File: src/design/cfbr_pkg.sv
// package: register map, fields, modes and id carrier for the can filter and bus-lock block
//
// Contract
// - extended mask 0 ignores bit, 1 compares
// - standard mask 0 ignores bit, 1 compares
// - 32 dominant bits in operation set flag
// - re-arm after flag clear then recessive bit
// - re-arm after clear, reset mode, operation
// - forced recovery write 1 leaves bus-off
// - bit timing from peripheral bus clock
// - unimplemented bits hold nothing, read zero
// - no halt while bus locked dominant
package cfbr_pkg;

  // bus geometry
  localparam int unsigned    ADDR_W        = 8;
  localparam int unsigned    DATA_W        = 32;

  // register byte offsets
  localparam logic [7:0]     CTRL_OFF      = 8'h00;  // can_control_reg
  localparam logic [7:0]     ERR_OFF       = 8'h04;  // can_error_flag_reg
  localparam logic [7:0]     MASK_STD_OFF  = 8'h08;  // standard mask + ide compare
  localparam logic [7:0]     MASK_EXT_OFF  = 8'h0c;  // extended mask
  localparam logic [7:0]     CODE_STD_OFF  = 8'h10;  // standard code + ide
  localparam logic [7:0]     CODE_EXT_OFF  = 8'h14;  // extended code
  localparam logic [7:0]     STAT_OFF      = 8'h18;  // mode, bus-off, last accept
  localparam logic [7:0]     IRQ_STAT_OFF  = 8'h1c;  // sticky events, read clears
  localparam logic [7:0]     IRQ_MASK_OFF  = 8'h20;  // event enables
  localparam logic [7:0]     PRESC_OFF     = 8'h24;  // quanta prescaler

  // control register fields
  localparam int unsigned    CTRL_MODE_LSB = 0;
  localparam int unsigned    CTRL_FORCED_BUSOFF_RECOVERY_BIT = 4;
  // error flag register fields
  localparam int unsigned    ERR_FLAG_BIT  = 0;
  localparam int unsigned    ERR_LOCK_BIT  = 1;
  // status register fields
  localparam int unsigned    STAT_BOFF_BIT = 2;
  localparam int unsigned    STAT_ACC_BIT  = 3;
  // id field widths, ide rides at bit 11 of the std words
  localparam int unsigned    STD_W         = 11;
  localparam int unsigned    EXT_W         = 18;
  localparam int unsigned    IDE_BIT       = 11;

  // interrupt event bits
  localparam int unsigned    IRQ_W         = 3;
  localparam int unsigned    IRQ_LOCK      = 0;
  localparam int unsigned    IRQ_ACCEPT    = 1;
  localparam int unsigned    IRQ_RECOVER   = 2;

  // timing
  localparam int unsigned    LOCK_BITS     = 32;  // dominant run that means lock
  localparam int unsigned    TQ_PER_BIT    = 8;   // quanta per bit time
  localparam logic [7:0]     PRESC_RST     = 8'h00;

  // axi responses
  localparam logic [1:0]     RESP_OKAY     = 2'b00;
  localparam logic [1:0]     RESP_SLVERR   = 2'b10;

  // operating modes
  typedef enum logic [1:0] {
    CFBR_OPER  = 2'b00,
    CFBR_RESET = 2'b01,
    CFBR_HALT  = 2'b10
  } cfbr_mode_type;

  // received identifier, also used for code and mask sets
  typedef struct packed {
    logic             ide;
    logic [STD_W-1:0] std_id;
    logic [EXT_W-1:0] ext_id;
  } cfbr_id_type;

endpackage

File: src/design/cfbr_accept_filter.sv
// acceptance filter: masked compare of a received id against the code set
`timescale 1ns/1ps
module cfbr_accept_filter (
  input  wire logic                  clk_i,
  input  wire logic                  rst_n_i,
  input  wire logic                  valid_i,
  input  wire cfbr_pkg::cfbr_id_type id_i,
  input  wire cfbr_pkg::cfbr_id_type code_i,
  input  wire cfbr_pkg::cfbr_id_type mask_i,
  output logic                       done_o,
  output logic                       accept_o
);
  import cfbr_pkg::*;

  logic done_q;    // result strobe
  logic done_d;
  logic acc_q;     // last verdict
  logic acc_d;
  logic std_ok;    // standard part matches
  logic ext_ok;    // extended part matches or unused
  logic ide_ok;    // frame format matches

  // compare only where the mask holds a 1
  always_comb begin
    std_ok = ((id_i.std_id ^ code_i.std_id) & mask_i.std_id) == '0;
    ext_ok = !id_i.ide || (((id_i.ext_id ^ code_i.ext_id) & mask_i.ext_id) == '0);
    ide_ok = !mask_i.ide || (id_i.ide == code_i.ide);
    done_d = valid_i;
    acc_d  = valid_i ? (std_ok && ext_ok && ide_ok) : acc_q;
  end

  // verdict register, held until the next id
  always_ff @(posedge clk_i or negedge rst_n_i) begin
    if (!rst_n_i) begin
      done_q <= 1'b0;
      acc_q  <= 1'b0;
    end else begin
      done_q <= done_d;
      acc_q  <= acc_d;
    end
  end

  assign done_o   = done_q;
  assign accept_o = acc_q;

endmodule

File: src/design/cfbr_core.sv
// top: axi4-lite registers, bus-lock detector, mode control, bus-off recovery
`timescale 1ns/1ps
module cfbr_core #(
  parameter int unsigned TQ_BIT = cfbr_pkg::TQ_PER_BIT  // quanta per bit
) (
  input  wire logic                          clk_i,
  input  wire logic                          rst_n_i,
  // axi4-lite slave
  input  wire logic [cfbr_pkg::ADDR_W-1:0]   s_axi_awaddr_i,
  input  wire logic                          s_axi_awvalid_i,
  output logic                               s_axi_awready_o,
  input  wire logic [cfbr_pkg::DATA_W-1:0]   s_axi_wdata_i,
  input  wire logic [3:0]                    s_axi_wstrb_i,
  input  wire logic                          s_axi_wvalid_i,
  output logic                               s_axi_wready_o,
  output logic [1:0]                         s_axi_bresp_o,
  output logic                               s_axi_bvalid_o,
  input  wire logic                          s_axi_bready_i,
  input  wire logic [cfbr_pkg::ADDR_W-1:0]   s_axi_araddr_i,
  input  wire logic                          s_axi_arvalid_i,
  output logic                               s_axi_arready_o,
  output logic [cfbr_pkg::DATA_W-1:0]        s_axi_rdata_o,
  output logic [1:0]                         s_axi_rresp_o,
  output logic                               s_axi_rvalid_o,
  input  wire logic                          s_axi_rready_i,
  // can bus receive pin, async
  input  wire logic                          can_rx_i,
  // received identifier from the frame decoder
  input  wire logic                          rx_id_valid_i,
  input  wire cfbr_pkg::cfbr_id_type         rx_id_i,
  output logic                               accept_valid_o,
  output logic                               accept_o,
  // bus-off from the error counters
  input  wire logic                          busoff_enter_i,
  input  wire logic                          busoff_exit_i,
  output logic                               busoff_o,
  output logic                               busoff_recover_o,
  // status
  output cfbr_pkg::cfbr_mode_type            mode_o,
  output logic                               bus_lock_flag_o,
  output logic                               bit_tick_o,
  output logic                               irq_o
);
  import cfbr_pkg::*;

  // merge byte lanes of a write into an old word
  function automatic logic [31:0] apply_strb(input logic [31:0] old_v,
                                             input logic [31:0] new_v,
                                             input logic [3:0]  strb);
    logic [31:0] r;
    r = old_v;
    for (int i = 0; i < 4; i++) begin
      if (strb[i]) begin
        r[8*i +: 8] = new_v[8*i +: 8];
      end
    end
    return r;
  endfunction

  // word-aligned offset of a byte address
  function automatic logic [7:0] word_of(input logic [ADDR_W-1:0] a);
    return {a[7:2], 2'b00};
  endfunction

  // ---------------- axi channel state ----------------
  logic [ADDR_W-1:0] aw_addr_q, aw_addr_d;  // held write address
  logic              aw_vld_q, aw_vld_d;    // write address captured
  logic [31:0]       w_data_q, w_data_d;    // held write data
  logic [3:0]        w_strb_q, w_strb_d;    // held strobes
  logic              w_vld_q, w_vld_d;      // write data captured
  logic              bvalid_q, bvalid_d;    // write response pending
  logic [1:0]        bresp_q, bresp_d;      // write response code
  logic              rvalid_q, rvalid_d;    // read response pending
  logic [31:0]       rdata_q, rdata_d;      // read data
  logic [1:0]        rresp_q, rresp_d;      // read response code
  logic              wr_fire;               // write applied this cycle
  logic              rd_fire;               // read taken this cycle
  logic [7:0]        wr_off;                // decoded write offset
  logic [7:0]        rd_off;                // decoded read offset
  logic [31:0]       rd_word;               // read mux result
  logic              rd_hit;                // read offset mapped
  logic              wr_hit;                // write offset mapped

  // ---------------- registers ----------------
  cfbr_mode_type     mode_req_q, mode_req_d;  // requested mode
  cfbr_id_type       mask_q, mask_d;          // compare mask
  cfbr_id_type       code_q, code_d;          // compare code
  logic [7:0]        presc_q, presc_d;        // quanta prescaler
  logic [IRQ_W-1:0]  irq_stat_q, irq_stat_d;  // sticky events
  logic [IRQ_W-1:0]  irq_mask_q, irq_mask_d;  // event enables
  logic              forced_busoff_recovery_q, forced_busoff_recovery_d;          // forced recovery pulse
  logic              flag_clr;                // software wrote 0 to flag

  // ---------------- bit timing and lock ----------------
  logic              rx_meta_q, rx_sync_q;    // pin synchroniser
  logic [7:0]        tq_cnt_q, tq_cnt_d;      // clocks within a quantum
  logic [3:0]        tq_idx_q, tq_idx_d;      // quantum within a bit
  logic              tick;                    // bit sample point
  logic [5:0]        dom_cnt_q, dom_cnt_d;    // dominant run length
  logic              flag_q, flag_d;          // bus_lock_flag
  logic              armed_q, armed_d;        // detector may fire
  logic              cleared_q, cleared_d;    // flag cleared since firing
  logic              seen_rst_q, seen_rst_d;  // reset mode seen after clear
  logic              lock_evt;                // lock detected now
  logic              lock_active;             // dominant run still >= 32
  logic              in_oper;                 // operation mode

  // ---------------- mode and bus-off ----------------
  cfbr_mode_type     mode_q, mode_d;          // current mode
  logic              boff_q, boff_d;          // bus-off state
  logic              recover_evt;             // left bus-off
  logic              acc_done;                // filter verdict strobe
  logic              acc_res;                 // filter verdict
  logic              acc_last_q, acc_last_d;  // last verdict for status

  // axi handshakes: address and data captured independently
  always_comb begin
    s_axi_awready_o = !aw_vld_q && !bvalid_q;
    s_axi_wready_o  = !w_vld_q && !bvalid_q;
    s_axi_arready_o = !rvalid_q;
    wr_fire         = aw_vld_q && w_vld_q && !bvalid_q;
    rd_fire         = s_axi_arvalid_i && !rvalid_q;
    wr_off          = word_of(aw_addr_q);
    rd_off          = word_of(s_axi_araddr_i);
  end

  // read mux; unimplemented bits are constant zero
  always_comb begin
    rd_word = 32'h0;
    rd_hit  = 1'b1;
    unique case (rd_off)
      CTRL_OFF:     rd_word[1:0] = mode_req_q;
      ERR_OFF: begin
        rd_word[ERR_FLAG_BIT] = flag_q;
        rd_word[ERR_LOCK_BIT] = lock_active;
      end
      MASK_STD_OFF: rd_word[IDE_BIT:0] = {mask_q.ide, mask_q.std_id};
      MASK_EXT_OFF: rd_word[EXT_W-1:0] = mask_q.ext_id;
      CODE_STD_OFF: rd_word[IDE_BIT:0] = {code_q.ide, code_q.std_id};
      CODE_EXT_OFF: rd_word[EXT_W-1:0] = code_q.ext_id;
      STAT_OFF: begin
        rd_word[1:0]          = mode_q;
        rd_word[STAT_BOFF_BIT] = boff_q;
        rd_word[STAT_ACC_BIT]  = acc_last_q;
      end
      IRQ_STAT_OFF: rd_word[IRQ_W-1:0] = irq_stat_q;
      IRQ_MASK_OFF: rd_word[IRQ_W-1:0] = irq_mask_q;
      PRESC_OFF:    rd_word[7:0] = presc_q;
      default:      rd_hit = 1'b0;
    endcase
  end

  // axi next state
  always_comb begin
    aw_addr_d = aw_addr_q;
    aw_vld_d  = aw_vld_q;
    w_data_d  = w_data_q;
    w_strb_d  = w_strb_q;
    w_vld_d   = w_vld_q;
    bvalid_d  = bvalid_q;
    bresp_d   = bresp_q;
    rvalid_d  = rvalid_q;
    rdata_d   = rdata_q;
    rresp_d   = rresp_q;
    if (s_axi_awvalid_i && s_axi_awready_o) begin
      aw_addr_d = s_axi_awaddr_i;
      aw_vld_d  = 1'b1;
    end
    if (s_axi_wvalid_i && s_axi_wready_o) begin
      w_data_d = s_axi_wdata_i;
      w_strb_d = s_axi_wstrb_i;
      w_vld_d  = 1'b1;
    end
    if (wr_fire) begin
      aw_vld_d = 1'b0;
      w_vld_d  = 1'b0;
      bvalid_d = 1'b1;
      bresp_d  = wr_hit ? RESP_OKAY : RESP_SLVERR;
    end else if (bvalid_q && s_axi_bready_i) begin
      bvalid_d = 1'b0;
    end
    if (rd_fire) begin
      rvalid_d = 1'b1;
      rdata_d  = rd_word;
      rresp_d  = rd_hit ? RESP_OKAY : RESP_SLVERR;
    end else if (rvalid_q && s_axi_rready_i) begin
      rvalid_d = 1'b0;
    end
  end

  // axi registers
  always_ff @(posedge clk_i or negedge rst_n_i) begin
    if (!rst_n_i) begin
      aw_addr_q <= '0;
      aw_vld_q  <= 1'b0;
      w_data_q  <= 32'h0;
      w_strb_q  <= 4'h0;
      w_vld_q   <= 1'b0;
      bvalid_q  <= 1'b0;
      bresp_q   <= RESP_OKAY;
      rvalid_q  <= 1'b0;
      rdata_q   <= 32'h0;
      rresp_q   <= RESP_OKAY;
    end else begin
      aw_addr_q <= aw_addr_d;
      aw_vld_q  <= aw_vld_d;
      w_data_q  <= w_data_d;
      w_strb_q  <= w_strb_d;
      w_vld_q   <= w_vld_d;
      bvalid_q  <= bvalid_d;
      bresp_q   <= bresp_d;
      rvalid_q  <= rvalid_d;
      rdata_q   <= rdata_d;
      rresp_q   <= rresp_d;
    end
  end

  // register writes and interrupt bookkeeping
  always_comb begin
    logic [31:0] nv;
    nv         = apply_strb(32'h0, w_data_q, w_strb_q);
    mode_req_d = mode_req_q;
    mask_d     = mask_q;
    code_d     = code_q;
    presc_d    = presc_q;
    irq_mask_d = irq_mask_q;
    forced_busoff_recovery_d     = 1'b0;
    flag_clr   = 1'b0;
    wr_hit     = 1'b1;
    unique case (wr_off)
      CTRL_OFF: if (wr_fire && w_strb_q[0]) begin
        // code 11 is not a mode; such a write leaves the request alone
        if (nv[1:0] != 2'b11) begin
          mode_req_d = cfbr_mode_type'(nv[1:0]);
        end
        forced_busoff_recovery_d = nv[CTRL_FORCED_BUSOFF_RECOVERY_BIT];
      end
      ERR_OFF: if (wr_fire && w_strb_q[0]) begin
        flag_clr = !nv[ERR_FLAG_BIT];
      end
      MASK_STD_OFF: if (wr_fire) begin
        nv = apply_strb({20'h0, mask_q.ide, mask_q.std_id}, w_data_q, w_strb_q);
        {mask_d.ide, mask_d.std_id} = nv[IDE_BIT:0];
      end
      MASK_EXT_OFF: if (wr_fire) begin
        nv = apply_strb({14'h0, mask_q.ext_id}, w_data_q, w_strb_q);
        mask_d.ext_id = nv[EXT_W-1:0];
      end
      CODE_STD_OFF: if (wr_fire) begin
        nv = apply_strb({20'h0, code_q.ide, code_q.std_id}, w_data_q, w_strb_q);
        {code_d.ide, code_d.std_id} = nv[IDE_BIT:0];
      end
      CODE_EXT_OFF: if (wr_fire) begin
        nv = apply_strb({14'h0, code_q.ext_id}, w_data_q, w_strb_q);
        code_d.ext_id = nv[EXT_W-1:0];
      end
      IRQ_MASK_OFF: if (wr_fire) begin
        irq_mask_d = nv[IRQ_W-1:0];
      end
      PRESC_OFF: if (wr_fire) begin
        presc_d = nv[7:0];
      end
      STAT_OFF, IRQ_STAT_OFF: ;  // read-only, write ignored
      default: wr_hit = 1'b0;
    endcase
    // a set in the cycle of the clearing read survives
    irq_stat_d = irq_stat_q & ~((rd_fire && rd_off == IRQ_STAT_OFF) ? {IRQ_W{1'b1}} : '0);
    irq_stat_d[IRQ_LOCK]    = irq_stat_d[IRQ_LOCK] | lock_evt;
    irq_stat_d[IRQ_ACCEPT]  = irq_stat_d[IRQ_ACCEPT] | (acc_done & acc_res);
    irq_stat_d[IRQ_RECOVER] = irq_stat_d[IRQ_RECOVER] | recover_evt;
  end

  // register file
  always_ff @(posedge clk_i or negedge rst_n_i) begin
    if (!rst_n_i) begin
      mode_req_q <= CFBR_RESET;
      mask_q     <= '0;
      code_q     <= '0;
      presc_q    <= PRESC_RST;
      irq_stat_q <= '0;
      irq_mask_q <= '0;
      forced_busoff_recovery_q     <= 1'b0;
    end else begin
      mode_req_q <= mode_req_d;
      mask_q     <= mask_d;
      code_q     <= code_d;
      presc_q    <= presc_d;
      irq_stat_q <= irq_stat_d;
      irq_mask_q <= irq_mask_d;
      forced_busoff_recovery_q     <= forced_busoff_recovery_d;
    end
  end

  // bit timing off the bus clock, and the lock detector
  always_comb begin
    in_oper     = (mode_q == CFBR_OPER);
    tick        = (tq_cnt_q == presc_q) && (tq_idx_q == 4'(TQ_BIT - 1));
    tq_cnt_d    = (tq_cnt_q == presc_q) ? 8'h00 : tq_cnt_q + 8'h01;
    tq_idx_d    = tq_idx_q;
    if (tq_cnt_q == presc_q) begin
      tq_idx_d = tick ? 4'h0 : tq_idx_q + 4'h1;
    end
    lock_active = (dom_cnt_q == 6'(LOCK_BITS));
    dom_cnt_d   = dom_cnt_q;
    if (!in_oper) begin
      dom_cnt_d = 6'h00;
    end else if (tick) begin
      // saturate so a long lock never wraps into a second event
      dom_cnt_d = rx_sync_q ? 6'h00 : (lock_active ? dom_cnt_q : dom_cnt_q + 6'h01);
    end
    lock_evt   = in_oper && tick && !rx_sync_q && armed_q &&
                 (dom_cnt_q == 6'(LOCK_BITS - 1));
    flag_d     = lock_evt || (flag_q && !flag_clr);
    cleared_d  = cleared_q || (flag_q && flag_clr);
    seen_rst_d = seen_rst_q || (cleared_q && mode_q == CFBR_RESET);
    armed_d    = armed_q;
    if (lock_evt) begin
      armed_d    = 1'b0;
      cleared_d  = 1'b0;
      seen_rst_d = 1'b0;
    end else if (!armed_q && cleared_q &&
                 ((in_oper && tick && rx_sync_q) || (in_oper && seen_rst_q))) begin
      armed_d    = 1'b1;
      cleared_d  = 1'b0;
      seen_rst_d = 1'b0;
    end
  end

  // timing and lock registers; pin passes two flops first
  always_ff @(posedge clk_i or negedge rst_n_i) begin
    if (!rst_n_i) begin
      rx_meta_q  <= 1'b1;
      rx_sync_q  <= 1'b1;
      tq_cnt_q   <= 8'h00;
      tq_idx_q   <= 4'h0;
      dom_cnt_q  <= 6'h00;
      flag_q     <= 1'b0;
      armed_q    <= 1'b1;
      cleared_q  <= 1'b0;
      seen_rst_q <= 1'b0;
    end else begin
      rx_meta_q  <= can_rx_i;
      rx_sync_q  <= rx_meta_q;
      tq_cnt_q   <= tq_cnt_d;
      tq_idx_q   <= tq_idx_d;
      dom_cnt_q  <= dom_cnt_d;
      flag_q     <= flag_d;
      armed_q    <= armed_d;
      cleared_q  <= cleared_d;
      seen_rst_q <= seen_rst_d;
    end
  end

  // mode control and bus-off
  always_comb begin
    mode_d = mode_q;
    unique case (mode_req_q)
      CFBR_RESET: mode_d = CFBR_RESET;
      CFBR_OPER:  mode_d = CFBR_OPER;
      // a locked bus keeps the block in operation; only reset leaves
      CFBR_HALT:  mode_d = lock_active ? mode_q : CFBR_HALT;
    endcase
    recover_evt = boff_q && (busoff_exit_i || forced_busoff_recovery_q) && !busoff_enter_i;
    boff_d      = busoff_enter_i || (boff_q && !busoff_exit_i && !forced_busoff_recovery_q);
    acc_last_d  = acc_done ? acc_res : acc_last_q;
  end

  // mode and bus-off registers
  always_ff @(posedge clk_i or negedge rst_n_i) begin
    if (!rst_n_i) begin
      mode_q     <= CFBR_RESET;
      boff_q     <= 1'b0;
      acc_last_q <= 1'b0;
    end else begin
      mode_q     <= mode_d;
      boff_q     <= boff_d;
      acc_last_q <= acc_last_d;
    end
  end

  // masked compare of received ids
  cfbr_accept_filter u_filter (
    .clk_i    (clk_i),
    .rst_n_i  (rst_n_i),
    .valid_i  (rx_id_valid_i),
    .id_i     (rx_id_i),
    .code_i   (code_q),
    .mask_i   (mask_q),
    .done_o   (acc_done),
    .accept_o (acc_res)
  );

  // outputs
  assign s_axi_bvalid_o   = bvalid_q;
  assign s_axi_bresp_o    = bresp_q;
  assign s_axi_rvalid_o   = rvalid_q;
  assign s_axi_rdata_o    = rdata_q;
  assign s_axi_rresp_o    = rresp_q;
  assign accept_valid_o   = acc_done;
  assign accept_o         = acc_res;
  assign busoff_o         = boff_q;
  assign busoff_recover_o = forced_busoff_recovery_q;
  assign mode_o           = mode_q;
  assign bus_lock_flag_o  = flag_q;
  assign bit_tick_o       = tick;
  assign irq_o            = |(irq_stat_q & irq_mask_q);

endmodule

File: config.mk
export PLATFORM = sky130hd
export DESIGN_NAME = cfbr_core
export DESIGN_NICKNAME = d
export VERILOG_FILES = /design/src/design/cfbr_pkg.sv /design/src/design/cfbr_accept_filter.sv /design/src/design/cfbr_core.sv
export SDC_FILE = /design/constraint.sdc
export NUM_CORES = 1
export LEC_CHECK = 0
export ABC_AREA = 1
export BUFFER_PORTS_ARGS = -buffer_cell sky130_fd_sc_hd__buf_2
export CAP_MARGIN = 40
export CORE_UTILIZATION = 40
export CTS_CLUSTER_DIAMETER = 200
export DETAILED_ROUTE_END_ITERATION = 16
export SYNTH_ARGS = -nofsm -noshare
export SYNTH_HDL_FRONTEND = slang
export SYNTH_HIERARCHICAL = 1
export SYNTH_SLANG_ARGS = --single-unit
export TNS_END_PERCENT = 10
File: constraint.sdc
create_clock -name clk_i -period 3.8 [get_ports clk_i]
set_input_delay 0.38 -clock clk_i [delete_from_list [all_inputs] [get_ports clk_i]]
set_output_delay 0.38 -clock clk_i [all_outputs]
set_load 0.01 [all_outputs]
# Word level (Yosys, flattened, before mapping)

Index checks and enable logic that the tools add are counted.

Flip-flop bits (word level): 162
Input bits: 93
Output and inout port bits: 50
Word-level logic and storage cells: 201

Add/subtract/negate cells: 3
Eq/ne operators: 30
Muxes and demuxes: 38
Bitwise gates (word level): 11
Reductions and logical operators: 78

Operators with widths:

| kind                                                                   | number |
|---|---|
| 6-bit by 3-bit equality test with 1-bit output (second input constant) | 8 |
| 3-bit AND reduction                                                    | 11 |
| 1-bit logical AND                                                      | 29 |
| 6-bit by 2-bit equality test with 1-bit output (second input constant) | 4 |
| 6-bit by 4-bit equality test with 1-bit output (second input constant) | 4 |
| 6-bit two-way mux                                                      | 4 |
| 1-bit two-way mux                                                      | 20 |
| 2-bit one-hot mux with 10 select lines                                 | 1 |
| 4-bit one-hot mux with 5 select lines                                  | 1 |
| 10-bit OR reduction                                                    | 2 |
| 18-bit AND                                                             | 1 |
| 18-bit zero test                                                       | 1 |
| 18-bit XOR                                                             | 1 |
| 8-bit zero test                                                        | 2 |
| 8-bit two-way mux                                                      | 2 |
| 4-bit one-hot mux with 4 select lines                                  | 1 |
| 1-bit zero test                                                        | 13 |
| 6-bit by 1-bit equality test with 1-bit output (second input constant) | 2 |
| 6-bit one-hot mux with 2 select lines                                  | 1 |
| 11-bit AND                                                             | 1 |
| 11-bit zero test                                                       | 1 |
| 11-bit XOR                                                             | 1 |
| 2-bit nonzero test                                                     | 5 |
| 8-bit by 1-bit adder with 8-bit output (second input constant)         | 1 |
| 25 further kinds                                                       | 43 |

# Logic depth before layout (Yosys ltp)

Depth in word-level cells: 9
Depth in mapped cells: 12
Depth with buffers taken out: 11

# Modules after synthesis

Netlist, hierarchy kept.

Modules (own cells, without submodules):

| module             | times used | cells an instance | area an instance (sq um) | seq. area each (sq um) |
|---|---|---|---|---|
| cfbr_core          | 1          | 782               | 7,199.4                  | 3,910.0 |
| cfbr_accept_filter | 1          | 138               | 620.6                    | 50.0 |

# Worst setup path before layout

OpenSTA, ideal clock, no wires.

Path kind: reg2reg
From: register bvalid_q (netlist: s_axi_bvalid_o)
To: register code_q[23] (netlist bit)
Library setup time: 0.125 ns
Arrival time: 1.524 ns
Required time: 3.675 ns
Setup slack: 2.151 ns
Stages on the path, launching flop included: 8
Buffers on the path: 1
Period minus slack after synthesis: 1.649 ns
Cell sequence: dfrtp_1 > inv_1 > nand3_2 > nor2_2 > inv_2 > nor2_2 > buf_6 > mux2_2

Longest elaborated chain between the ends: 3

RTL lines:

| what                          | line             | RTL |
|---|---|---|
| start: declaration            | cfbr_core.sv:71  | `logic bvalid_q, bvalid_d;` |
| start signal: assignment      | cfbr_core.sv:210 | `bvalid_q <= bvalid_d;` |
| 1-bit zero test               | cfbr_core.sv:121 | `wr_fire = aw_vld_q && w_vld_q && !bvalid_q;` |
| 1-bit logical AND             | cfbr_core.sv:121 |  |
| 3-bit AND reduction (no line) | -                |  |
| end signal: assignment        | cfbr_core.sv:286 | `code_q <= code_d;` |
| end: declaration              | cfbr_core.sv:87  | `cfbr_id_type code_q, code_d;` |

Every way passes these cells.
A chain may end at the register's enable or synchronous reset.

# Worst setup path in the final report

From: register tq_cnt_q[0]
To: output port bit_tick_o

Longest elaborated chain between the ends: 2

RTL lines:

| what                     | line             | RTL |
|---|---|---|
| start: declaration       | cfbr_core.sv:96  | `logic [7:0] tq_cnt_q, tq_cnt_d;` |
| start signal: assignment | cfbr_core.sv:344 | `tq_cnt_q <= tq_cnt_d;` |
| 8-bit equality test      | cfbr_core.sv:297 | `tick = (tq_cnt_q == presc_q) && (tq_idx_q == 4'(TQ_BIT - 1));` |
| 1-bit logical AND        | cfbr_core.sv:297 |  |
| end: declaration         | cfbr_core.sv:41  | `output logic bit_tick_o,` |

Every way passes these cells.

==> impl_metrics.py <==
metrics = {
    "run_status": {
        "outcome": "finished, final reports clean",
    },
    "routing": {
        "wirelength_um": 19800,
        "remaining_drc_errors": 0,
        "dr.pass1.iters": 5,
        "wl_per_cell_um": 15.2,
        "first_iter_violations": 486,
        "vias": 6422,
        "via_per_inst": 4.91,
        "drtAntennaViolNets": 0,
    },
    "timing": {
        "slew_viol_final": 0,
        "tightest_slew_ns": 0.752,
        "final_hold_viol_count": 0,
        "setup_viol": 0,
        "fin_crit_ns": 2.20,
        "rsz0062_at_grt": "no",
        "holdWs_ns": 0.0490,
        "slew_headroom_pct": 49.7,
        "fmaxAchievable_mhz": 454,
        "min_period_over_period_pct": 58.0,
        "skew_ns": 0.0115,
        "tns_ns": 0,
    },
    "logic_synthesis": {
        "synth_edf_count": 0,
        "async_flop_share_pct": 100,
        "syn-cell-area_mm2": 0.00782,
        "syn_inst": 920,
        "ys.flop_type": "dfrtp_1",
        "yosysTopAreaCell": "dfrtp_1",
        "synth-seq-cells": 158,
        "yosysTopAreaCellShare_pct": 49.0,
        "ys_seq_area_share_pct": 50.6,
        "synth_warnings": 6,
        "yosys-top-cells-area": "dfrtp_1, nand2_1, inv_1, o21ai_0, mux2_2",
        "yosysUniqueCellTypes": 45,
        "avgSynthCellArea_um2": 8.50,
    },
    "layout": {
        "instances_no_fill": 1307,
        "area_growth_pct": 17.9,
        "final_layout_size_suffix_gt1_share_pct": 21.6,
        "fin_nets": 1131,
        "antennaDiodeCount": 0,
    },
    "setup_path": {
        "slowest_stage": "dfrtp_1",
        "critPathMaxStageDelay_ns": 0.44,
        "critPathTopFamily": "simple AND/OR/NAND/NOR gates",
        "crit_path_start_kind": "flop",
        "critical_path_class": "flop to primary output",
        "critPathCaptureType": "primary output",
        "reg2reg_depth": 4,
        "arrival_ns": 1.82,
        "crit_chain": "nand2_1 > nand2_1 > nor2_2 > nand2_2 > nor2_4 > nand2_2 > inv_1 > buf_2",
        "crit_cells": 8,
        "worstPathBufferInverterCount": 2,
        "required_ns": 3.42,
        "critPathMaxFanout": 7,
    },
    "cts": {
        "cts.repair.resized": 0,
        "cts_inserted_buffers": 17,
        "clock_latency_ns": 0.43,
        "clk_path_buf_depth": 2,
        "cts_root_buffer": "clkbuf_16",
        "cts_sinks": 158,
        "cts_tree": "done",
        "clkTransAtPathRegs_ns": 0.06,
        "cts_max_level": 4,
    },
    "placement": {
        "gp_congestion": 0.826,
        "dp_cells": 1274,
        "port_buffers": 107,
        "dp_hpwl_um": 14800,
    },
    "min_path": {
        "whs_path_depth": 1,
        "hp-class": "input port to flop",
    },
    "pwr": {
        "swShare_pct": 36.2,
        "finalPower_uw": 6220,
        "pwr-share-comb_pct": 26.8,
        "clockPowerShare_pct": 28.5,
        "switchingPower_uw": 2250,
        "p_int_uw": 3970,
        "p_seq_share_pct": 44.7,
        "p_leak_uw": 0.00445,
        "power_density_mw_per_mm2": 675,
        "irDropWorstVdd_uv": 367,
    },
    "global_route": {
        "overflow": 0,
        "grt_pass1_wl_um": 32200,
        "grt_pass1_vias": 6109,
        "grt_antenna_before_repair": 0,
        "grt_max_degree": 74,
        "track_usage_pct": 21.2,
    },
    "floorplan": {
        "rows": 50,
        "start_util_pct": 41.3,
        "coreArea_mm2": 0.0190,
        "io_pins": 143,
        "fp.dieW_um": 142,
        "die_h_um": 142,
        "dieArea_mm2": 0.0201,
    },
    "run": {
        "maxCapViolations": 0,
    },
}
## path summary, 6_finish.rpt
path | from | end | slack [ns]
min in group asynchronous | rst_n_i | dom_cnt_q[0]$_DFFE_PN0P_ | 0.37
hold reg to reg | rx_meta_q$_DFF_PN1_ | rx_sync_q$_DFF_PN1_ | 0.36
setup reg to reg | aw_addr_q[5]$_DFFE_PN0P_ | mask_q[2]$_DFFE_PN0P_ | 1.69
setup / recovery | tq_cnt_q[0]$_DFF_PN0_ | bit_tick_o | 1.60
max in group asynchronous | rst_n_i | code_q[25]$_DFFE_PN0P_ | 2.47
hold / removal | can_rx_i | rx_meta_q$_DFF_PN1_ | 0.05
## through the flow
stage	worst slack [ns]	utilization (%)	area, um2
after floorplan	2.15	-	7880
after global placement	1.48	45.1	8550
after detailed placement	1.46	45.4	8600
after CTS	1.58	48.6	9220
after global routing	1.43	48.6	9220
final	1.60	48.6	9220
## cells in the mapped netlist, types with 3 or more instances
cell      number
a21oi_1       27
a22oi_1       13
a31oi_1        5
buf_2          5
buf_4         21
clkbuf_1       6
dfrtp_1      153
dfstp_2        5
ha_1           4
inv_1        112
inv_2          7
mux2_1         5
mux2_2        35
nand2_1      216
nand2_2       11
nand3_1       33
nand4_1       12
nor2_1        84
nor2_2        12
nor3_1        11
o21ai_0       83
o21ai_1        7
o21ai_2        6
o22ai_1       15
or2_1          3
xor2_1         4
## placed cells by master (no fill, tap or decap), types with 3 or more instances in the layout
master,synthesis,layout
a31oi_1,5,5
clkbuf_16,0,17
nor2_1,84,84
inv_1,112,112
bufinv_16,0,3
nand4_1,12,12
a21oi_1,27,27
nand2_1,216,216
buf_2,5,106
nor2_2,12,12
inv_2,7,7
mux2_2,35,35
nor3_1,11,11
a22oi_1,13,13
o21ai_2,6,6
clkbuf_1,6,3
dfrtp_1,153,153
conb_1,1,16
ha_1,4,4
nand3_1,33,33
xor2_1,4,4
o21ai_1,7,7
nand2_2,11,11
or2_1,3,3
buf_4,21,4
clkinvlp_4,0,4
o21ai_0,83,83
o22ai_1,15,15
dfstp_2,5,5
mux2_1,5,5
## metal layers
layer  track usage [%]  vias to the layer above  wire, um
li1                  -                     3191         -
met1              29.6                     3043      9470
met2              33.1                      169      9080
met3              3.88                       19      1000
met4              7.24                        0       293
met5                 0                        -         0
## state kept, by name (all words and copies together), names as in the netlist, 2 cells and up
| signal | count |
|---|---|
| irq_stat_q | 3 |
| irq_mask_q | 3 |
| tq_idx_q | 4 |
| presc_q | 8 |
| mode_o | 2 |
| w_data_q | 18 |
| w_strb_q | 3 |
| s_axi_rdata_o | 18 |
| mode_req_q | 2 |
| mask_q | 30 |
| code_q | 30 |
| dom_cnt_q | 6 |
| aw_addr_q | 6 |
| tq_cnt_q | 8 |
## logic make-up (layout without fill, tap and decap cells)
group	Yosys count	count (layout)	share of synthesized area [%]
and+or+nand+nor	396	396	22.0
other	1	16	0.0480
DFF	158	158	50.6
muxes	40	40	5.76
buffers and inverters	153	265	8.62
xor gates and xnor gates	5	5	0.560
AOI/OAI and AO/OA	163	163	11.7
adders and majority gates	4	4	0.640
## worst reg2reg max path, cell delays in order (launching register included)
cell and delay [ns]:
dfrtp_1 0.42, nor2_1 0.30, nand4_1 0.31, nor2_2 0.56
mux2_2 0.40
## power by group through the flow
stage | registers (uW) | clock network (uW) | logic (uW)
4_1_cts | 2780 | 1800 | 1680
6_report | 2780 | 1770 | 1670
3_3_place_gp | 2790 | 0 | 1610
3_5_place_dp | 2800 | 0 | 1670
2_1_floorplan | 2630 | 0 | 1270
5_1_grt | 2870 | 1870 | 1900
## final cells by class
cell class,instances,area [um2]
fill,1816,9740
sequential,158,3960
multi-input combinational,624,3240
timing repair buffer,114,637
clock buffer,21,450
inverter,119,447
tap,260,325
clock inverter,11,158
## timing repair
| item | in CTS | in global routing |
|---|---|---|
| buffers inserted | 0 | 0 |
| hold buffers | 1 | 0 |
| hold endpoints to repair | 19 | 0 |
Note: power is estimated with default switching activity, not from simulation.
